<file path="src/verilog/pcs_pkg.sv">
`default_nettype none

package pcs_pkg;

	// ----------------------------------------
	// bus geometry
	// ----------------------------------------
	localparam int unsigned ADDR_W   = 8;
	localparam int unsigned DATA_W   = 32;
	localparam int unsigned REG_W    = 8;
	localparam int unsigned NUM_CHAN = 6;

	// ----------------------------------------
	// register indices, byte address is four times the index
	// ----------------------------------------
	localparam logic [5:0] IDX_CLOCK_SELECT      = 6'h02;
	localparam logic [5:0] IDX_PRESCALE_SELECT   = 6'h03;
	localparam logic [5:0] IDX_MODULATOR_CONTROL = 6'h05;
	localparam logic [5:0] IDX_FACTORY_TEST_ONE  = 6'h06;
	localparam logic [5:0] IDX_FACTORY_TEST_TWO  = 6'h07;
	localparam logic [5:0] IDX_SCALE_VALUE_A     = 6'h08;
	localparam logic [5:0] IDX_SCALE_VALUE_B     = 6'h09;
	localparam logic [5:0] IDX_CLOCK_STATUS      = 6'h20;

	// ----------------------------------------
	// field positions
	// ----------------------------------------
	localparam int unsigned BIT_JOIN_PAIR_HI      = 6;
	localparam int unsigned BIT_JOIN_PAIR_MID     = 5;
	localparam int unsigned BIT_JOIN_PAIR_LO      = 4;
	localparam int unsigned BIT_WAIT_CLOCK_STOP   = 3;
	localparam int unsigned BIT_FREEZE_CLOCK_STOP = 2;
	localparam int unsigned POS_PRESCALE_SELECT_B = 4;
	localparam int unsigned POS_PRESCALE_SELECT_A = 0;
	localparam logic [7:0]  MASK_CONTROL          = 8'h7C;
	localparam logic [7:0]  MASK_CLOCK_SELECT     = 8'h3F;
	localparam logic [7:0]  MASK_PRESCALE         = 8'h77;

	// ----------------------------------------
	// reset values
	// ----------------------------------------
	localparam logic [7:0] RST_REG       = 8'h00;
	localparam logic [6:0] RST_PRESCALER = 7'h00;
	localparam logic [7:0] RST_SCALE_CNT = 8'h00;

	// ----------------------------------------
	// divider figures
	// ----------------------------------------
	localparam int unsigned PRESCALE_W   = 7;
	localparam logic [7:0]  SCALE_TERM   = 8'h01;
	localparam logic [7:0]  SCALE_STEP   = 8'h01;

	// ----------------------------------------
	// bus answers
	// ----------------------------------------
	localparam logic [1:0] RESP_OKAY   = 2'h0;
	localparam logic [1:0] RESP_SLVERR = 2'h2;

endpackage

`default_nettype wire

</file>
<file path="src/verilog/pcs_scale_divider.sv">
`default_nettype none

// down-counter reloaded from the scale value, feeding a divide-by-two stage
module pcs_scale_divider
	import pcs_pkg::*;
(
	input  wire logic       aclk,
	input  wire logic       aresetn,
	input  wire logic       tick_in,
	input  wire logic       load,
	input  wire logic [7:0] load_value,
	input  wire logic [7:0] scale_value,
	output logic            scaled_level,
	output logic            scaled_tick
);

	typedef struct packed {
		logic [7:0] cnt;
		logic       half;
	} pcs_div_s;

	pcs_div_s st_q;
	pcs_div_s st_d;
	logic     term;

	assign term = tick_in && (st_q.cnt == SCALE_TERM);

	always_comb begin
		st_d = st_q;
		if (load) begin
			st_d.cnt = load_value;
		end else if (term) begin
			// a zero scale wraps through 255 so it counts 256 ticks
			st_d.cnt  = scale_value;
			st_d.half = ~st_q.half;
		end else if (tick_in) begin
			st_d.cnt = st_q.cnt - SCALE_STEP;
		end
	end

	always_ff @(posedge aclk) begin
		if (!aresetn) begin
			st_q <= '{cnt: RST_SCALE_CNT, half: 1'b0};
		end else begin
			st_q <= st_d;
		end
	end

	assign scaled_level = st_q.half;
	assign scaled_tick  = term && !st_q.half;

endmodule

`default_nettype wire

</file>
<file path="src/verilog/pcs_control.sv">
// The AXI4-Lite interface to the registers was chosen for this implementation.
`default_nettype none

module pcs_control
	import pcs_pkg::*;
(
	input  wire logic                        aclk,
	input  wire logic                        aresetn,
	input  wire logic [pcs_pkg::ADDR_W-1:0]  s_axi_awaddr,
	input  wire logic                        s_axi_awvalid,
	output logic                             s_axi_awready,
	input  wire logic [pcs_pkg::DATA_W-1:0]  s_axi_wdata,
	input  wire logic [3:0]                  s_axi_wstrb,
	input  wire logic                        s_axi_wvalid,
	output logic                             s_axi_wready,
	output logic [1:0]                       s_axi_bresp,
	output logic                             s_axi_bvalid,
	input  wire logic                        s_axi_bready,
	input  wire logic [pcs_pkg::ADDR_W-1:0]  s_axi_araddr,
	input  wire logic                        s_axi_arvalid,
	output logic                             s_axi_arready,
	output logic [pcs_pkg::DATA_W-1:0]       s_axi_rdata,
	output logic [1:0]                       s_axi_rresp,
	output logic                             s_axi_rvalid,
	input  wire logic                        s_axi_rready,
	input  wire logic                        wait_mode,
	input  wire logic                        freeze_mode,
	input  wire logic                        special_mode,
	output logic                             clk_a_tick,
	output logic                             clk_b_tick,
	output logic                             clk_sa_tick,
	output logic                             clk_sb_tick,
	output logic [pcs_pkg::NUM_CHAN-1:0]     chan_clk_tick,
	output logic                             join_pair_lo,
	output logic                             join_pair_mid,
	output logic                             join_pair_hi,
	output logic [pcs_pkg::NUM_CHAN-1:0]     chan_pin_active,
	output logic [pcs_pkg::NUM_CHAN-1:0]     chan_ctrl_source,
	output logic                             prescaler_running
);

	// ----------------------------------------
	// state
	// ----------------------------------------
	typedef struct packed {
		logic                    aw_held;
		logic [ADDR_W-1:0]       aw_addr;
		logic                    w_held;
		logic [DATA_W-1:0]       w_data;
		logic [3:0]              w_strb;
		logic                    bvalid;
		logic [1:0]              bresp;
		logic                    rvalid;
		logic [DATA_W-1:0]       rdata;
		logic [1:0]              rresp;
		logic [REG_W-1:0]        clock_select;
		logic [REG_W-1:0]        prescale_select;
		logic [REG_W-1:0]        modulator_control;
		logic [REG_W-1:0]        factory_test_one;
		logic [REG_W-1:0]        factory_test_two;
		logic [REG_W-1:0]        scale_value_a;
		logic [REG_W-1:0]        scale_value_b;
		logic [PRESCALE_W-1:0]   prescaler;
		logic                    tick_a;
		logic                    tick_b;
		logic                    tick_sa;
		logic                    tick_sb;
		logic [NUM_CHAN-1:0]     chan_tick;
		logic                    running;
	} pcs_state_s;

	pcs_state_s st_q;
	pcs_state_s st_d;

	// ----------------------------------------
	// combinational helpers
	// ----------------------------------------
	logic                  do_write;
	logic [5:0]            wr_idx;
	logic [5:0]            rd_idx;
	logic [REG_W-1:0]      wr_byte;
	logic                  wr_lane;
	logic                  wr_hit;
	logic                  load_a;
	logic                  load_b;
	logic                  run_en;
	logic [2:0]            sel_a;
	logic [2:0]            sel_b;
	logic [PRESCALE_W-1:0] mask_a;
	logic [PRESCALE_W-1:0] mask_b;
	logic                  tick_a_raw;
	logic                  tick_b_raw;
	logic                  sa_level;
	logic                  sb_level;
	logic                  sa_tick_raw;
	logic                  sb_tick_raw;
	logic [NUM_CHAN-1:0]   eff_select;
	logic [NUM_CHAN-1:0]   tick_next;
	logic [REG_W-1:0]      rd_byte;
	logic                  rd_hit;
	logic                  j_lo;
	logic                  j_mid;
	logic                  j_hi;

	// ----------------------------------------
	// write path
	// ----------------------------------------
	// a write fires once both address and data are held and no response waits
	assign do_write = st_q.aw_held && st_q.w_held && !st_q.bvalid;
	assign wr_idx   = st_q.aw_addr[7:2];
	assign wr_byte  = st_q.w_data[REG_W-1:0];
	assign wr_lane  = st_q.w_strb[0];
	assign load_a   = do_write && wr_lane && (wr_idx == IDX_SCALE_VALUE_A);
	assign load_b   = do_write && wr_lane && (wr_idx == IDX_SCALE_VALUE_B);

	always_comb begin
		unique case (wr_idx)
			IDX_CLOCK_SELECT,
			IDX_PRESCALE_SELECT,
			IDX_MODULATOR_CONTROL,
			IDX_FACTORY_TEST_ONE,
			IDX_FACTORY_TEST_TWO,
			IDX_SCALE_VALUE_A,
			IDX_SCALE_VALUE_B,
			IDX_CLOCK_STATUS: wr_hit = 1'b1;
			default: wr_hit = 1'b0;
		endcase
	end

	// ----------------------------------------
	// prescaler gating and clocks A and B
	// ----------------------------------------
	assign j_lo  = st_q.modulator_control[BIT_JOIN_PAIR_LO];
	assign j_mid = st_q.modulator_control[BIT_JOIN_PAIR_MID];
	assign j_hi  = st_q.modulator_control[BIT_JOIN_PAIR_HI];

	// the gate acts the cycle the mode input changes, so nothing counts in it
	assign run_en = !(wait_mode && st_q.modulator_control[BIT_WAIT_CLOCK_STOP])
		&& !(freeze_mode && st_q.modulator_control[BIT_FREEZE_CLOCK_STOP]);

	assign sel_a  = st_q.prescale_select[POS_PRESCALE_SELECT_A +: 3];
	assign sel_b  = st_q.prescale_select[POS_PRESCALE_SELECT_B +: 3];
	assign mask_a = PRESCALE_W'((8'h01 << sel_a) - 8'h01);
	assign mask_b = PRESCALE_W'((8'h01 << sel_b) - 8'h01);

	// one shared counter keeps A and B phase-aligned, like a ripple prescaler
	assign tick_a_raw = run_en && ((st_q.prescaler & mask_a) == mask_a);
	assign tick_b_raw = run_en && ((st_q.prescaler & mask_b) == mask_b);

	// ----------------------------------------
	// scaled clocks SA and SB
	// ----------------------------------------
	pcs_scale_divider u_div_a (
		.aclk         (aclk),
		.aresetn      (aresetn),
		.tick_in      (tick_a_raw),
		.load         (load_a),
		.load_value   (wr_byte),
		.scale_value  (st_q.scale_value_a),
		.scaled_level (sa_level),
		.scaled_tick  (sa_tick_raw)
	);

	pcs_scale_divider u_div_b (
		.aclk         (aclk),
		.aresetn      (aresetn),
		.tick_in      (tick_b_raw),
		.load         (load_b),
		.load_value   (wr_byte),
		.scale_value  (st_q.scale_value_b),
		.scaled_level (sb_level),
		.scaled_tick  (sb_tick_raw)
	);

	// ----------------------------------------
	// channel clock routing
	// ----------------------------------------
	// in a joined pair the high-byte channel follows the low-byte select
	always_comb begin
		eff_select    = st_q.clock_select[NUM_CHAN-1:0];
		eff_select[0] = j_lo ? eff_select[1] : eff_select[0];
		eff_select[2] = j_mid ? eff_select[3] : eff_select[2];
		eff_select[4] = j_hi ? eff_select[5] : eff_select[4];
		tick_next[0]  = eff_select[0] ? sa_tick_raw : tick_a_raw;
		tick_next[1]  = eff_select[1] ? sa_tick_raw : tick_a_raw;
		tick_next[2]  = eff_select[2] ? sb_tick_raw : tick_b_raw;
		tick_next[3]  = eff_select[3] ? sb_tick_raw : tick_b_raw;
		tick_next[4]  = eff_select[4] ? sa_tick_raw : tick_a_raw;
		tick_next[5]  = eff_select[5] ? sa_tick_raw : tick_a_raw;
	end

	// ----------------------------------------
	// read path
	// ----------------------------------------
	assign rd_idx = s_axi_araddr[7:2];

	always_comb begin
		rd_byte = RST_REG;
		rd_hit  = 1'b1;
		unique case (rd_idx)
			IDX_CLOCK_SELECT:      rd_byte = st_q.clock_select;
			IDX_PRESCALE_SELECT:   rd_byte = st_q.prescale_select;
			IDX_MODULATOR_CONTROL: rd_byte = st_q.modulator_control;
			IDX_FACTORY_TEST_ONE:  rd_byte = special_mode ? st_q.factory_test_one
				: RST_REG;
			IDX_FACTORY_TEST_TWO:  rd_byte = special_mode ? st_q.factory_test_two
				: RST_REG;
			IDX_SCALE_VALUE_A:     rd_byte = st_q.scale_value_a;
			IDX_SCALE_VALUE_B:     rd_byte = st_q.scale_value_b;
			IDX_CLOCK_STATUS:      rd_byte = {5'h00, st_q.running, sb_level, sa_level};
			default:               rd_hit  = 1'b0;
		endcase
	end

	// ----------------------------------------
	// next state
	// ----------------------------------------
	always_comb begin
		st_d = st_q;

		// address and data channels are taken independently
		if (s_axi_awvalid && !st_q.aw_held) begin
			st_d.aw_held = 1'b1;
			st_d.aw_addr = s_axi_awaddr;
		end
		if (s_axi_wvalid && !st_q.w_held) begin
			st_d.w_held = 1'b1;
			st_d.w_data = s_axi_wdata;
			st_d.w_strb = s_axi_wstrb;
		end

		if (do_write) begin
			st_d.aw_held = 1'b0;
			st_d.w_held  = 1'b0;
			st_d.bvalid  = 1'b1;
			st_d.bresp   = wr_hit ? RESP_OKAY : RESP_SLVERR;
			if (wr_lane) begin
				unique case (wr_idx)
					IDX_CLOCK_SELECT:
						st_d.clock_select = wr_byte & MASK_CLOCK_SELECT;
					IDX_PRESCALE_SELECT:
						st_d.prescale_select = wr_byte & MASK_PRESCALE;
					IDX_MODULATOR_CONTROL:
						// bits take effect at once; software guards the change
						st_d.modulator_control = wr_byte & MASK_CONTROL;
					IDX_FACTORY_TEST_ONE:
						if (special_mode) begin
							st_d.factory_test_one = wr_byte;
						end
					IDX_FACTORY_TEST_TWO:
						if (special_mode) begin
							st_d.factory_test_two = wr_byte;
						end
					IDX_SCALE_VALUE_A: st_d.scale_value_a = wr_byte;
					IDX_SCALE_VALUE_B: st_d.scale_value_b = wr_byte;
					default:
						st_d.bresp = wr_hit ? RESP_OKAY : RESP_SLVERR; // status is read-only
				endcase
			end
		end else if (st_q.bvalid && s_axi_bready) begin
			st_d.bvalid = 1'b0;
		end

		if (s_axi_arvalid && !st_q.rvalid) begin
			st_d.rvalid = 1'b1;
			st_d.rdata  = {{(DATA_W-REG_W){1'b0}}, rd_byte};
			st_d.rresp  = rd_hit ? RESP_OKAY : RESP_SLVERR;
		end else if (st_q.rvalid && s_axi_rready) begin
			st_d.rvalid = 1'b0;
		end

		if (run_en) begin
			st_d.prescaler = st_q.prescaler + PRESCALE_W'(1);
		end

		st_d.running   = run_en;
		st_d.tick_a    = tick_a_raw;
		st_d.tick_b    = tick_b_raw;
		st_d.tick_sa   = sa_tick_raw;
		st_d.tick_sb   = sb_tick_raw;
		st_d.chan_tick = tick_next;
	end

	// ----------------------------------------
	// registers
	// ----------------------------------------
	always_ff @(posedge aclk) begin
		if (!aresetn) begin
			st_q <= '{
				aw_held:           1'b0,
				aw_addr:           '0,
				w_held:            1'b0,
				w_data:            '0,
				w_strb:            4'h0,
				bvalid:            1'b0,
				bresp:             RESP_OKAY,
				rvalid:            1'b0,
				rdata:             '0,
				rresp:             RESP_OKAY,
				clock_select:      RST_REG,
				prescale_select:   RST_REG,
				modulator_control: RST_REG,
				factory_test_one:  RST_REG,
				factory_test_two:  RST_REG,
				scale_value_a:     RST_REG,
				scale_value_b:     RST_REG,
				prescaler:         RST_PRESCALER,
				tick_a:            1'b0,
				tick_b:            1'b0,
				tick_sa:           1'b0,
				tick_sb:           1'b0,
				chan_tick:         '0,
				running:           1'b0
			};
		end else begin
			st_q <= st_d;
		end
	end

	// ----------------------------------------
	// outputs
	// ----------------------------------------
	assign s_axi_awready = !st_q.aw_held;
	assign s_axi_wready  = !st_q.w_held;
	assign s_axi_bvalid  = st_q.bvalid;
	assign s_axi_bresp   = st_q.bresp;
	assign s_axi_arready = !st_q.rvalid;
	assign s_axi_rvalid  = st_q.rvalid;
	assign s_axi_rdata   = st_q.rdata;
	assign s_axi_rresp   = st_q.rresp;

	assign clk_a_tick        = st_q.tick_a;
	assign clk_b_tick        = st_q.tick_b;
	assign clk_sa_tick       = st_q.tick_sa;
	assign clk_sb_tick       = st_q.tick_sb;
	assign chan_clk_tick     = st_q.chan_tick;
	assign prescaler_running = st_q.running;

	assign join_pair_lo  = j_lo;
	assign join_pair_mid = j_mid;
	assign join_pair_hi  = j_hi;

	// a joined pair drives only its odd pin; the even pin is released
	assign chan_pin_active = {1'b1, !j_hi, 1'b1, !j_mid, 1'b1, !j_lo};

	// which channel's polarity, enable and alignment bits govern each channel
	assign chan_ctrl_source = {1'b1, j_hi, 1'b1, j_mid, 1'b1, j_lo};

endmodule

`default_nettype wire

</file>
<file path="config.mk">
export PLATFORM = sky130hd
export DESIGN_NAME = pcs_control
export DESIGN_NICKNAME = d
export VERILOG_FILES = /design/src/verilog/pcs_pkg.sv /design/src/verilog/pcs_scale_divider.sv /design/src/verilog/pcs_control.sv
export SDC_FILE = /design/constraint.sdc
export NUM_CORES = 1
export LEC_CHECK = 0
export CAP_MARGIN = 20
export CORE_ASPECT_RATIO = 0.5
export CORE_MARGIN = 2
export CORE_UTILIZATION = 30
export CTS_CLUSTER_SIZE = 25
export DETAILED_ROUTE_END_ITERATION = 16
export DONT_BUFFER_PORTS = 1
export SYNTH_ARGS = -nofsm -noshare
export SYNTH_HDL_FRONTEND = slang
export SYNTH_HIERARCHICAL = 1
export SYNTH_SLANG_ARGS = --single-unit
</file>
<file path="constraint.sdc">
create_clock -name aclk -period 8.24 [get_ports aclk]
set_input_delay 0 -clock aclk [delete_from_list [all_inputs] [get_ports aclk]]
set_output_delay 0 -clock aclk [all_outputs]
set_load 0.1 [all_outputs]
</file>
==> results.sh <==
export IMPL_worst_ep_required_time_ps=8570
export IMPL_cts_resized=0
export IMPL_grt_pass1_wl_mm=25.4
export IMPL_tritoncts="built"
export IMPL_cts_root_buffer="clkbuf_16"
export IMPL_coreArea_mm2=0.0196
export IMPL_grt_max_degree=70
export IMPL_hold_start="s_axi_wvalid"
export IMPL_p_leak_nw=2.67
export IMPL_worstMarginPinSlew_ps=1150
export IMPL_crit_top_cell="nand2_1"
export IMPL_finalCritPeriodShare=0.432
export IMPL_ys_ff_latch=114
export IMPL_grt_use_total=0.154
export IMPL_cts_made_buffers=17
export IMPL_wl_met3_um=664
export IMPL_hp_class="primary input to register"
export IMPL_setup_ws_ps=4680
export IMPL_skew_ps=10.1
export IMPL_dieArea_mm2=0.0213
export IMPL_vias_per_cell=5.00
export IMPL_ir_worst_vdd_mv=0.154
export IMPL_finalCriticalPeriod_ps=3560
export IMPL_fin_tns_setup_ps=0
export IMPL_powerDensity_mw_per_mm2=276
export IMPL_hold_viol=0
export IMPL_dp_slack_ps=4740
export IMPL_grt_pass1_vias=4552
export IMPL_antenna_found_initial=0
export IMPL_critPathBufInv=1
export IMPL_drt_total_wl_mm=16.0
export IMPL_worstSetupStartpointType="register"
export IMPL_die_height_um=104
export IMPL_maxSlewViolCount=0
export IMPL_ys_warn_count=6
export IMPL_synth_area_leader_cell="dfxtp_1"
export IMPL_gp_congestion=0.828
export IMPL_ios=129
export IMPL_rsz0062_at_grt="no"
export IMPL_max_cap_violations=0
export IMPL_drt_met1_wl_mm=7.45
export IMPL_syn_to_final_growth_pct=14.5
export IMPL_rows=36
export IMPL_synth_area_mm2=0.00603
export IMPL_synth_edf_count=0
export IMPL_syn_inst=689
export IMPL_clk_latency_ps=410
export IMPL_synth_top_area_frac=0.378
export IMPL_max_freq_mhz=281
export IMPL_cpPeakStageDelay_ps=540
export IMPL_synth_area_leaders="dfxtp_1 (38%), mux2i_1 (14%), nor2_1 (6.4%)"
export IMPL_hpwl_mm=10.9
export IMPL_numClockSinks=114
export IMPL_initialDrtViolationCount=273
export IMPL_die_x_um=205
export IMPL_yosysMostFrequentCell="dfxtp_1"
export IMPL_synthTopCellsByCount="dfxtp_1 (114), nor2_1 (103), mux2i_1 (85)"
export IMPL_slowest_stage="or4_4"
export IMPL_antenna_diode_count=0
export IMPL_ant_nets=0
export IMPL_drive_gt1_frac=0.0963
export IMPL_avgSynthCellArea_um2=8.75
export IMPL_final_util=0.352
export IMPL_wl_met2_mm=7.68
export IMPL_synth_flop_cell="dfxtp_1"
export IMPL_drc=0
export IMPL_vias=4813
export IMPL_path_class="register to register"
export IMPL_dr_pass1_iters=4
export IMPL_grt_overflow=0
export IMPL_timing_rr_start="sel_a[1]"
export IMPL_crit_path_start="sel_a[1]"
export IMPL_ys_seq_area_frac=0.378
export IMPL_relSlewSlack=0.231
export IMPL_post_cts_buffers=0
export IMPL_cp_end_kind="register"
export IMPL_async_flop_share=0
export IMPL_path_max_fanout=12
export IMPL_wl_per_cell_um=16.6
export IMPL_ctsHoldBuffers=31
export IMPL_path_cells="or3_4, ha_1, xnor2_1, o2111ai_1, or2_1, inv_1, nand2_1, or4_4, nor2_1, nand2_1, o22ai_1"
export IMPL_synth_cell_type_count=72
export IMPL_top_layer="met4"
export IMPL_htreeDepth=4
export IMPL_path_delay_family="simple AND/OR/NAND/NOR gates"
export IMPL_setup_viol=0
export IMPL_outcome="completed"
export IMPL_path_clk_slew_ps=60
export IMPL_fin_nets=752
export IMPL_initial_core_util=0.308
export IMPL_clk_path_buf_depth=2
export IMPL_worst_ep_arrival_time_ps=3900
export IMPL_io_buffers=0
## tightest hold or removal path: cells and delay by family
| kind | cells | cell delay [ps] |
|---|---|---|
| AOI/OAI and AO/OA | 1 | 50 |
| and+or+nand+nor | 2 | 320 |
## logic make-up after synthesis
| family | after synthesis | share of synthesized area |
|---|---|---|
| compound gates | 111 | 0.128 |
| xor+xnor | 14 | 0.0203 |
| flops | 114 | 0.378 |
| fa+ha+maj | 7 | 0.0145 |
| mux | 85 | 0.141 |
| buf+inv | 111 | 0.106 |
| simple gates | 245 | 0.210 |
| other cells | 2 | 0.00125 |
## flip-flops by register name (all words and copies together) (netlist names), 3 cells and up
name	cells
st_q	61
s_axi_rdata	8
u_div_a/st_q	8
chan_clk_tick	6
eff_select	3
u_div_b/st_q	8
sel_a	3
sel_b	3
chan_ctrl_source	3
## layout make-up
type / instances / area (um^2)
clock buffers: 20 / 447
clock inverters: 12 / 206
fillers: 2011 / 12700
inverters: 23 / 86.3
multi-input cells: 494 / 3220
flip-flops and latches: 114 / 2290
well taps: 266 / 333
repair buffers: 33 / 325
## power by group
part           internal, W  switching (W)
Sequential        0.000602       0.000108
Clock             0.000546       0.000264
Combinational     0.000163       0.000219
## final timing paths
check	cells after the start	end	slack, ps
max	11	chan_clk_tick[0]	4680
min	3	st_q[112]	10
max reg2reg	11	chan_clk_tick[0]	4680
min reg2reg	2	st_q[112]	460
## stage by stage
stage          hold slack (ps)  power, W  instance area (um^2)  std cells
2_1_floorplan             99.0   0.00104                  6140        719
3_3_place_gp               101   0.00107                  5940        899
3_5_place_dp               109   0.00108                  5940        899
4_1_cts                   10.7   0.00191                  6910        962
5_1_grt                   31.3   0.00199                  6910        962
6_report                  9.50   0.00190                  6910        962
## per-layer routing
layer | vias up | GRT usage
met5 | - | 0
met4 | 0 | 0.0497
met3 | 14 | 0.0388
met2 | 118 | 0.252
met1 | 2350 | 0.197
li1 | 2331 | -
## cell usage in the layout (no fill, tap or decap), drive strengths merged, types with 8 or more instances in the layout
| cell | Yosys | routed |
|---|---|---|
| o21ai | 17 | 17 |
| xor2 | 8 | 8 |
| nor2 | 104 | 104 |
| a21oi | 32 | 32 |
| inv | 23 | 23 |
| o32ai | 9 | 9 |
| clkbuf | 23 | 20 |
| conb | 2 | 32 |
| or3 | 9 | 9 |
| a211oi | 8 | 8 |
| dfxtp | 114 | 114 |
| nand2 | 48 | 48 |
| nor2b | 12 | 12 |
| mux2i | 85 | 85 |
| nor3b | 11 | 11 |
| dlygate4sd3 | 0 | 31 |
| nor3 | 13 | 13 |
| o22ai | 11 | 11 |
Power figures use the tool's default switching activity.
